[src/inc/lsf_cfg.svh]
// Offsets, field positions, codes and reset values of the link-on and self-ID framer
`ifndef LSF_CFG_SVH
`define LSF_CFG_SVH
`define LSF_LOC_LEAD   8'h80
`define LSF_LOC_TAIL   8'h8c
`define LSF_MARK       16'h00e0
`define LSF_MARK_LSB   4
`define LSF_NIB_CLR    4'h0
`define LSF_TCODE_SID  4'he
`define LSF_TCODE_LSB  4
`define LSF_PRI_LSB    0
`define LSF_SPD_LSB    16
`define LSF_ACK_LSB    0
`define LSF_SPD_100    2'h0
`define LSF_SPD_200    2'h1
`define LSF_SPD_400    2'h2
`define LSF_RST_WORD   32'h0000_0000
`endif

[src/inc/lsf_pkg.sv]
// Types shared by the link-on and self-ID framer
package lsf_pkg;
  typedef struct packed {
    logic [7:0]  loc;
    logic [31:0] data;
  } lsf_tx_in_t;
  typedef struct packed {
    logic        link_on;
    logic        last;
    logic [31:0] data;
  } lsf_phy_word_t;
  typedef struct packed {
    logic        hdr;
    logic        stat;
    logic [31:0] data;
  } lsf_rx_word_t;
  typedef enum logic [1:0] {
    LSF_RX_IDLE = 2'b00,
    LSF_RX_HEAD = 2'b01,
    LSF_RX_DATA = 2'b10,
    LSF_RX_STAT = 2'b11
  } lsf_rx_st_t;
endpackage : lsf_pkg

[src/lsf_framer.sv]
// Link-on transmit formatter and self-ID receive record builder with output buffers
//
// Contract
// Host builds a link-on request as exactly two quadlets in the transmit FIFO.
// Host writes the leading link-on quadlet to FIFO location 80h.
// Host writes the trailing quadlet to location 8Ch, ending the packet.
// Leading quadlet with low half 00E0h marks a link-on request.
// Marker nibble Eh is replaced with 0h before the physical interface.
// Top two bits of the leading quadlet hold identifier 01.
// Field after the identifier holds the target node number.
// Trailing upper half inverts leading upper half; lower half all ones.
// Self-ID record starts with a header quadlet whose transaction code is Eh.
// Self-ID quadlets follow the header back to back.
// One status quadlet ends the self-ID record.
// Header carries the priority field of the received packet.
// Speed code 00, 01, 10 for 100, 200, 400 Mbit/s.
// Status quadlet holds the returned acknowledge code.
`timescale 1ns/1ps
`include "lsf_cfg.svh"

// Two-entry buffer so a stalled receiver loses no word
module lsf_buf2 #(
  parameter int W = 34
) (
  input  wire logic         clock,
  input  wire logic         reset,
  input  wire logic         in_valid,
  output logic              in_ready,
  input  wire logic [W-1:0] in_data,
  output logic              out_valid,
  input  wire logic         out_ready,
  output logic [W-1:0]      out_data
);
  logic         wp_r;
  logic         rp_r;
  logic [1:0]   cnt_r;
  logic         push;
  logic         pop;

  // Handshakes from the fill count
  assign in_ready  = (cnt_r != 2'h2);
  assign out_valid = (cnt_r != 2'h0);
  assign push      = in_valid && in_ready;
  assign pop       = out_valid && out_ready;

  // Storage per entry; each entry register has a single writer process
  genvar gi;
  generate
    for (gi = 0; gi < 2; gi++) begin : g_ent
      logic [W-1:0] ent_r;
      always_ff @(posedge clock or posedge reset) begin
        if (reset) begin
          ent_r <= '0;
        end else if (push && (wp_r == 1'(gi))) begin
          ent_r <= in_data;
        end
      end
    end
  endgenerate

  // Read side selects the oldest entry
  assign out_data = rp_r ? g_ent[1].ent_r : g_ent[0].ent_r;

  // Pointers and count
  always_ff @(posedge clock or posedge reset) begin
    if (reset) begin
      wp_r  <= 1'b0;
      rp_r  <= 1'b0;
      cnt_r <= 2'h0;
    end else begin
      wp_r  <= wp_r ^ push;
      rp_r  <= rp_r ^ pop;
      cnt_r <= cnt_r + {1'b0, push} - {1'b0, pop};
    end
  end
endmodule : lsf_buf2

module lsf_framer (
  input  wire logic                   clock,
  input  wire logic                   reset,
  // Quadlets drained from the async_transmit_fifo
  input  wire logic                   tx_valid,
  output logic                        tx_ready,
  input  wire lsf_pkg::lsf_tx_in_t    tx_in,
  // Toward the physical-layer interface
  output logic                        phy_valid,
  input  wire logic                   phy_ready,
  output lsf_pkg::lsf_phy_word_t      phy_word,
  // Self-ID quadlets from the receiver
  input  wire logic                   sid_valid,
  output logic                        sid_ready,
  input  wire logic [31:0]            sid_data,
  input  wire logic                   sid_last,
  input  wire logic [3:0]             rx_priority,
  input  wire logic [1:0]             rx_speed,
  input  wire logic [3:0]             returned_ack_code,
  // Toward the receive FIFO
  output logic                        rxf_valid,
  input  wire logic                   rxf_ready,
  output lsf_pkg::lsf_rx_word_t       rxf_word
);
  localparam int PW = $bits(lsf_pkg::lsf_phy_word_t);
  localparam int RW = $bits(lsf_pkg::lsf_rx_word_t);

  // ---- Transmit side ----
  logic                   tx_start_r;
  logic                   tx_lo_r;
  logic                   tx_push_rdy;
  logic                   tx_fire;
  logic                   tx_is_lead;
  logic                   tx_is_tail;
  logic                   tx_mark_hit;
  logic                   tx_lo_now;
  logic [31:0]            tx_fixed;
  lsf_pkg::lsf_phy_word_t tx_push_word;

  // Leading quadlet decode; host keeps the two-quadlet layout
  assign tx_fire     = tx_valid && tx_push_rdy;
  assign tx_is_lead  = (tx_in.loc == `LSF_LOC_LEAD);
  assign tx_is_tail  = (tx_in.loc == `LSF_LOC_TAIL);
  assign tx_mark_hit = tx_start_r && tx_is_lead && (tx_in.data[15:0] == `LSF_MARK);
  assign tx_lo_now   = tx_mark_hit || (!tx_start_r && tx_lo_r);

  // Marker nibble is cleared only on the leading quadlet of a link-on
  always_comb begin
    tx_fixed = tx_in.data;
    if (tx_mark_hit) begin
      tx_fixed[`LSF_MARK_LSB +: 4] = `LSF_NIB_CLR;
    end
  end

  assign tx_push_word.link_on = tx_lo_now;
  assign tx_push_word.last    = tx_is_tail;
  assign tx_push_word.data    = tx_fixed;
  assign tx_ready             = tx_push_rdy;

  // Packet boundary tracking; a tail quadlet reopens the start window
  always_ff @(posedge clock or posedge reset) begin
    if (reset) begin
      tx_start_r <= 1'b1;
      tx_lo_r    <= 1'b0;
    end else if (tx_fire) begin
      tx_start_r <= tx_is_tail;
      tx_lo_r    <= tx_lo_now && !tx_is_tail;
    end
  end

  lsf_buf2 #(.W(PW)) u_tx_buf (
    .clock     (clock),
    .reset     (reset),
    .in_valid  (tx_valid),
    .in_ready  (tx_push_rdy),
    .in_data   (tx_push_word),
    .out_valid (phy_valid),
    .out_ready (phy_ready),
    .out_data  (phy_word)
  );

  // ---- Receive side ----
  lsf_pkg::lsf_rx_st_t   rx_st_r;
  lsf_pkg::lsf_rx_st_t   rx_st_nxt;
  logic [3:0]            pri_r;
  logic [1:0]            spd_r;
  logic [3:0]            ack_r;
  logic                  rx_push;
  logic                  rx_push_rdy;
  logic                  sid_fire;
  logic [31:0]           hdr_q;
  logic [31:0]           stat_q;
  lsf_pkg::lsf_rx_word_t rx_push_word;

  // Header and status quadlets assembled from latched fields
  always_comb begin
    hdr_q  = `LSF_RST_WORD;
    stat_q = `LSF_RST_WORD;
    hdr_q[`LSF_TCODE_LSB +: 4] = `LSF_TCODE_SID;
    hdr_q[`LSF_PRI_LSB +: 4]   = pri_r;
    stat_q[`LSF_SPD_LSB +: 2]  = spd_r;
    stat_q[`LSF_ACK_LSB +: 4]  = ack_r;
  end

  // Self-ID words pass only while the body is open, so the header goes first
  assign sid_ready = (rx_st_r == lsf_pkg::LSF_RX_DATA) && rx_push_rdy;
  assign sid_fire  = sid_valid && sid_ready;
  assign rx_push   = sid_fire
                   || (rx_st_r == lsf_pkg::LSF_RX_HEAD)
                   || (rx_st_r == lsf_pkg::LSF_RX_STAT);
  assign rx_push_word.hdr  = (rx_st_r == lsf_pkg::LSF_RX_HEAD);
  assign rx_push_word.stat = (rx_st_r == lsf_pkg::LSF_RX_STAT);
  assign rx_push_word.data = (rx_st_r == lsf_pkg::LSF_RX_HEAD) ? hdr_q
                           : (rx_st_r == lsf_pkg::LSF_RX_STAT) ? stat_q
                           : sid_data;

  // Record sequencer: header, body, status
  always_comb begin
    rx_st_nxt = rx_st_r;
    case (rx_st_r)
      lsf_pkg::LSF_RX_IDLE: begin
        if (sid_valid) begin
          rx_st_nxt = lsf_pkg::LSF_RX_HEAD;
        end
      end
      lsf_pkg::LSF_RX_HEAD: begin
        if (rx_push_rdy) begin
          rx_st_nxt = lsf_pkg::LSF_RX_DATA;
        end
      end
      lsf_pkg::LSF_RX_DATA: begin
        if (sid_fire && sid_last) begin
          rx_st_nxt = lsf_pkg::LSF_RX_STAT;
        end
      end
      lsf_pkg::LSF_RX_STAT: begin
        if (rx_push_rdy) begin
          rx_st_nxt = lsf_pkg::LSF_RX_IDLE;
        end
      end
      default: begin
        rx_st_nxt = lsf_pkg::LSF_RX_IDLE;
      end
    endcase
  end

  always_ff @(posedge clock or posedge reset) begin
    if (reset) begin
      rx_st_r <= lsf_pkg::LSF_RX_IDLE;
    end else begin
      rx_st_r <= rx_st_nxt;
    end
  end

  // Priority caught at record start; speed and ack at the last self-ID word
  always_ff @(posedge clock or posedge reset) begin
    if (reset) begin
      pri_r <= 4'h0;
      spd_r <= `LSF_SPD_100;
      ack_r <= 4'h0;
    end else begin
      if ((rx_st_r == lsf_pkg::LSF_RX_IDLE) && sid_valid) begin
        pri_r <= rx_priority;
      end
      if (sid_fire && sid_last) begin
        spd_r <= rx_speed;
        ack_r <= returned_ack_code;
      end
    end
  end

  lsf_buf2 #(.W(RW)) u_rx_buf (
    .clock     (clock),
    .reset     (reset),
    .in_valid  (rx_push),
    .in_ready  (rx_push_rdy),
    .in_data   (rx_push_word),
    .out_valid (rxf_valid),
    .out_ready (rxf_ready),
    .out_data  (rxf_word)
  );

  // ---- Checks ----
  property p_mark_detect;
    @(posedge clock) disable iff (reset)
    tx_fire && tx_start_r && tx_is_lead && (tx_in.data[15:0] == `LSF_MARK)
      |=> phy_valid && (tx_lo_r || tx_start_r);
  endproperty
  a_mark_detect: assert property (p_mark_detect)
    else $error("link-on marker not recognised");

  property p_nib_clear;
    @(posedge clock) disable iff (reset)
    tx_fire && tx_mark_hit |-> tx_push_word.link_on
      && (tx_push_word.data[`LSF_MARK_LSB +: 4] == `LSF_NIB_CLR)
      && (tx_push_word.data[31:8] == tx_in.data[31:8]);
  endproperty
  a_nib_clear: assert property (p_nib_clear)
    else $error("marker nibble not cleared");

  property p_hdr_first;
    @(posedge clock) disable iff (reset)
    (rx_st_r == lsf_pkg::LSF_RX_IDLE) && sid_valid
      |=> rx_push && rx_push_word.hdr
      && (rx_push_word.data[`LSF_TCODE_LSB +: 4] == `LSF_TCODE_SID);
  endproperty
  a_hdr_first: assert property (p_hdr_first)
    else $error("self-ID header missing");

  property p_body_pass;
    @(posedge clock) disable iff (reset)
    sid_fire |-> rx_push && !rx_push_word.hdr && !rx_push_word.stat
      && (rx_push_word.data == sid_data);
  endproperty
  a_body_pass: assert property (p_body_pass)
    else $error("self-ID word not stored");

  property p_stat_end;
    @(posedge clock) disable iff (reset)
    sid_fire && sid_last |=> (rx_st_r == lsf_pkg::LSF_RX_STAT) && !sid_ready;
  endproperty
  a_stat_end: assert property (p_stat_end)
    else $error("status quadlet not issued");

  property p_pri;
    @(posedge clock) disable iff (reset)
    (rx_st_r == lsf_pkg::LSF_RX_IDLE) && sid_valid
      |=> (rx_push_word.data[`LSF_PRI_LSB +: 4] == $past(rx_priority));
  endproperty
  a_pri: assert property (p_pri)
    else $error("header priority wrong");

  property p_spd;
    @(posedge clock) disable iff (reset)
    sid_fire && sid_last
      |=> rx_push_word.stat && (rx_push_word.data[`LSF_SPD_LSB +: 2] == $past(rx_speed));
  endproperty
  a_spd: assert property (p_spd)
    else $error("status speed wrong");

  property p_ack;
    @(posedge clock) disable iff (reset)
    sid_fire && sid_last
      |=> (rx_push_word.data[`LSF_ACK_LSB +: 4] == $past(returned_ack_code));
  endproperty
  a_ack: assert property (p_ack)
    else $error("status ack wrong");
endmodule : lsf_framer

[config.mk]
export PLATFORM = sky130hd
export DESIGN_NAME = lsf_framer
export DESIGN_NICKNAME = d
export VERILOG_FILES = /design/src/inc/lsf_pkg.sv /design/src/lsf_framer.sv
export VERILOG_INCLUDE_DIRS = /design/src /design/src/inc
export SDC_FILE = /design/constraint.sdc
export NUM_CORES = 1
export LEC_CHECK = 0
export BUFFER_PORTS_ARGS = -buffer_cell sky130_fd_sc_hd__clkbuf_2
export CELL_PAD_IN_SITES_DETAIL_PLACEMENT = 1
export CELL_PAD_IN_SITES_GLOBAL_PLACEMENT = 2
export CORE_MARGIN = 3
export CORE_UTILIZATION = 31
export CTS_BUF_LIST = sky130_fd_sc_hd__clkbuf_16
export DETAILED_ROUTE_END_ITERATION = 10
export PLACE_DENSITY = 0.85
export RECOVER_POWER = 50
export SYNTH_ARGS = -nofsm -noshare
export SYNTH_HDL_FRONTEND = slang
export SYNTH_SLANG_ARGS = --single-unit
[constraint.sdc]
create_clock -name clock -period 4.71 [get_ports clock]
set_input_delay 0.2355 -clock clock [delete_from_list [all_inputs] [get_ports clock]]
set_output_delay 0.2355 -clock clock [all_outputs]
set_load 0.02 [all_outputs]
==> impl_metrics.toml <==
[route]
route.antenna.remaining_nets = 0
wl_per_cell_um = 16.40
vias_per_cell = 4.775
routed-via-count = 5143
detail_route.first_pass.iterations = 4
drc = 0
routed_wirelength_um = 17660
drt_iter0_markers = 200

[synthesis]
synth_ff_type = "sky130_fd_sc_hd__dfrtp_1"
syn_area_sq_mm = 0.007207
syn_area_per_cell_sq_um = 11.42
synth-edff-count = 0
postSynth.asyncResetShare = 1.000
synth.distinct_cells = 31
synth_warnings = 0
ys_ff_latch = 158
synth_fp_nets = 732
yosysSeqAreaShare = 0.5488
post_synth_inst_count = 631

[timing]
worst_pin_slew_ns = 3.039
finalHoldViolCount = 0
worst_clock_skew_ns = 0.01073
hold_ws_ns = 0.04838
setup_viols_final = 0
period_share = 0.7128
timing.final.max_slew_violations = 165
tns_ns = 0
rsz0062_at_grt = "false"
max_freq_ghz = 0.2979
finalCriticalPeriod_ns = 3.357
timing.max_slew.rel_slack = -1.037
slack_of_the_critical_path_ns = 1.353

[grt]
grt_antenna_before_repair = 0
grt_max_degree = 67
grt_pass1_wl_um = 28640
gr-usage-all-layers = 0.1447
grt_remaining_overflow = 0
grt_pass1_vias = 5559

[critical_path]
crit_path_end_kind = "async pin"
cp_common_cell = "sky130_fd_sc_hd__clkbuf_2"
critical_path_buf_inv_count = 4
worst-endpoint-required_ns = 5.07
cp-start-kind = "input port"
max_stage_delay_ns = 1.70
worst_path_dominant_cell_family = "buffers and inverters"
top_fanout_value_on_the_critical_path = 66
worst-r2r-cell-count = 5
rr_endpoint = "u_rx_buf.g_ent[0].ent_r[2]"
ff2ff_setup_slack_ns = 1.66
worst-setup-path-type = "in2async"
critPathSlowestCell = "sky130_fd_sc_hd__clkinvlp_2"
reg2reg_from = "rx_st_r[0]"
cp.arrival_ns = 3.72
crit_path_cell_trace = "dlygate4sd3_1, clkbuf_2, clkinvlp_2, clkbuf_2"

[cts]
cts_resized = 0
numCtsBuffers = 17
clkLatencyLatePin_ns = 0.42
clock-root-buffer = "sky130_fd_sc_hd__clkbuf_16"
clk_slew_on_worst_s_h_paths_ns = 0.07
ctsLongestPathBuffers = 2
htree_num_levels = 4
clock_sink_count = 158
cts_tree = "yes"

[final_layout]
syn2layout_area_growth_pct = 22.29
most-common-layout-cells = "sky130_fd_sc_hd__clkbuf_2 (158), sky130_fd_sc_hd__dfrtp_1 (157), sky130_fd_sc_hd__mux2_2 (136)"
fin_util = 0.3881
antenna_cells_inserted = 0
finalNonFillerCells = 1077
layout.cells.most_common = "sky130_fd_sc_hd__clkbuf_2"
final_layout_size_suffix_gt1_frac = 0.4280
nFillCells = 2541
nets = 880

[power]
power-per-cell-area_mw_per_mm2 = 766.2
maximum_vdd_drop_v = 0.0003043
power_leakage_nw = 4.049

[min_path]
min_to = "ack_r[2]"
min_delay_path_depth = 2
timing.hold.worst.class = "in2reg"
worst_hold_startpoint = "returned_ack_code[2]"

[floorplan]
fp.dieArea_sq_mm = 0.02511
row_count = 55
chipHeight_um = 158.5
design.core.area_sq_mm = 0.02271
fp.dieW_um = 158.5
top_level_i_o_count = 161
floorplan.initialDensity = 0.3174

[placed_design]
placedCellCount = 1044
place.detailed.hpwl_um = 12100
place_congestion = 0.6852
dp_worst_setup_slack_ns = 1.623
port_buffers = 160

[run]
drv_cap = 3

[outcome]
failed_checks = "max-capacitance violations, max-slew violations"
status = "complete, but fails checks"
Yosys cell counts, drive strengths merged (2+ instances only):
master	instances	area [sq um]
xnor2	4	35.03
ha	12	150.1
o22ai	7	43.79
mux2i	6	60.06
xor2	2	17.52
dfrtp	157	3929
buf	13	55.05
nor4	3	33.78
nand2	44	165.2
nand3	47	235.2
o22a	2	17.52
nor2	10	37.54
mux2	136	1531
nand2b	3	18.77
a21oi	4	20.02
inv	64	240.2
clkbuf	25	93.84
and2	3	18.77
or2	3	18.77
o21ai	77	385.4
cell families after synthesis:
kind of cell               synth area share
adders and majority gates           0.02083
buffers and inverters               0.05399
muxes                                0.2208
and+or+nand+nor                     0.08004
xor gates and xnor gates           0.007292
DFF                                  0.5488
AOI/OAI and AO/OA                   0.06823
layer usage:
layer	GRT usage	routed length [um]
met5	0	0
met4	0.04261	297
met3	0.03669	642
met2	0.2471	8950
met1	0.1817	7774
registers in the layout, indices dropped and copies added, names as in the netlist, 2 cells and up:
| name | cells |
|---|---|
| spd_r | 2 |
| rx_st_r | 2 |
| pri_r | 4 |
| u_rx_buf.cnt_r | 2 |
| u_tx_buf.g_ent.ent_r | 68 |
| ack_r | 4 |
| u_rx_buf.g_ent.ent_r | 68 |
| u_tx_buf.cnt_r | 2 |
power breakdown:
group	switching, W	internal (W)	leakage, nW	total [W]
Sequential	0.000374	0.00200	1.92	0.00237
Clock	0.000599	0.000680	0.249	0.00128
Combinational	0.00177	0.00133	1.88	0.00310
Total	0.00274	0.00401	4.05	0.00675
worst max-delay path by stage:
stage               startpoint                          end  slack, ns  cells past startpoint
global route             reset  u_tx_buf.g_ent[0].ent_r[33]       0.70                      4
CTS                 rx_st_r[0]   u_rx_buf.g_ent[0].ent_r[2]       1.63                      5
global placement    rx_st_r[0]   u_rx_buf.g_ent[0].ent_r[2]       1.77                      5
finish                   reset  u_tx_buf.g_ent[1].ent_r[33]       1.35                      4
floorplan                reset                     ack_r[0]       0.21                      1
detailed placement  rx_st_r[0]   u_rx_buf.g_ent[0].ent_r[2]       1.62                      5
area by class of cell:
| class | instances | area [sq um] | area share |
|---|---|---|---|
| Tap cell | 285 | 356.6 | 0.04046 |
| Multi-Input combinational cell | 371 | 2875 | 0.3262 |
| Clock inverter | 15 | 113.9 | 0.01292 |
| Inverter | 64 | 241.5 | 0.02740 |
| Sequential cell | 158 | 3955 | 0.4488 |
| Timing Repair Buffer | 167 | 845.8 | 0.09597 |
| Clock buffer | 17 | 425.4 | 0.04827 |
per-stage QoR:
step | power [W] | cell area (sq um)
3_5_place_dp | 0.005554 | 8279
5_1_grt | 0.007307 | 8813
3_3_place_gp | 0.005445 | 8279
4_1_cts | 0.006881 | 8828
6_report | 0.006752 | 8813
2_1_floorplan | 0.004593 | 7207
repair_timing:
action,CTS,global route
setup buffers,0,0
hold buffers,1,0
hold endpoints to repair,64,0
worst reg2reg max path: cells and delay by family (launching register included):
family                   cells  cell delay [ns]
adder cells (fa/ha/maj)      2             1.53
AND/OR/NAND/NOR              1             0.07
flip-flops                   1             0.51
multiplexers                 1             0.45
AO/OA/AOI/OAI                1             0.38
Power figures use the tool's default switching activity.
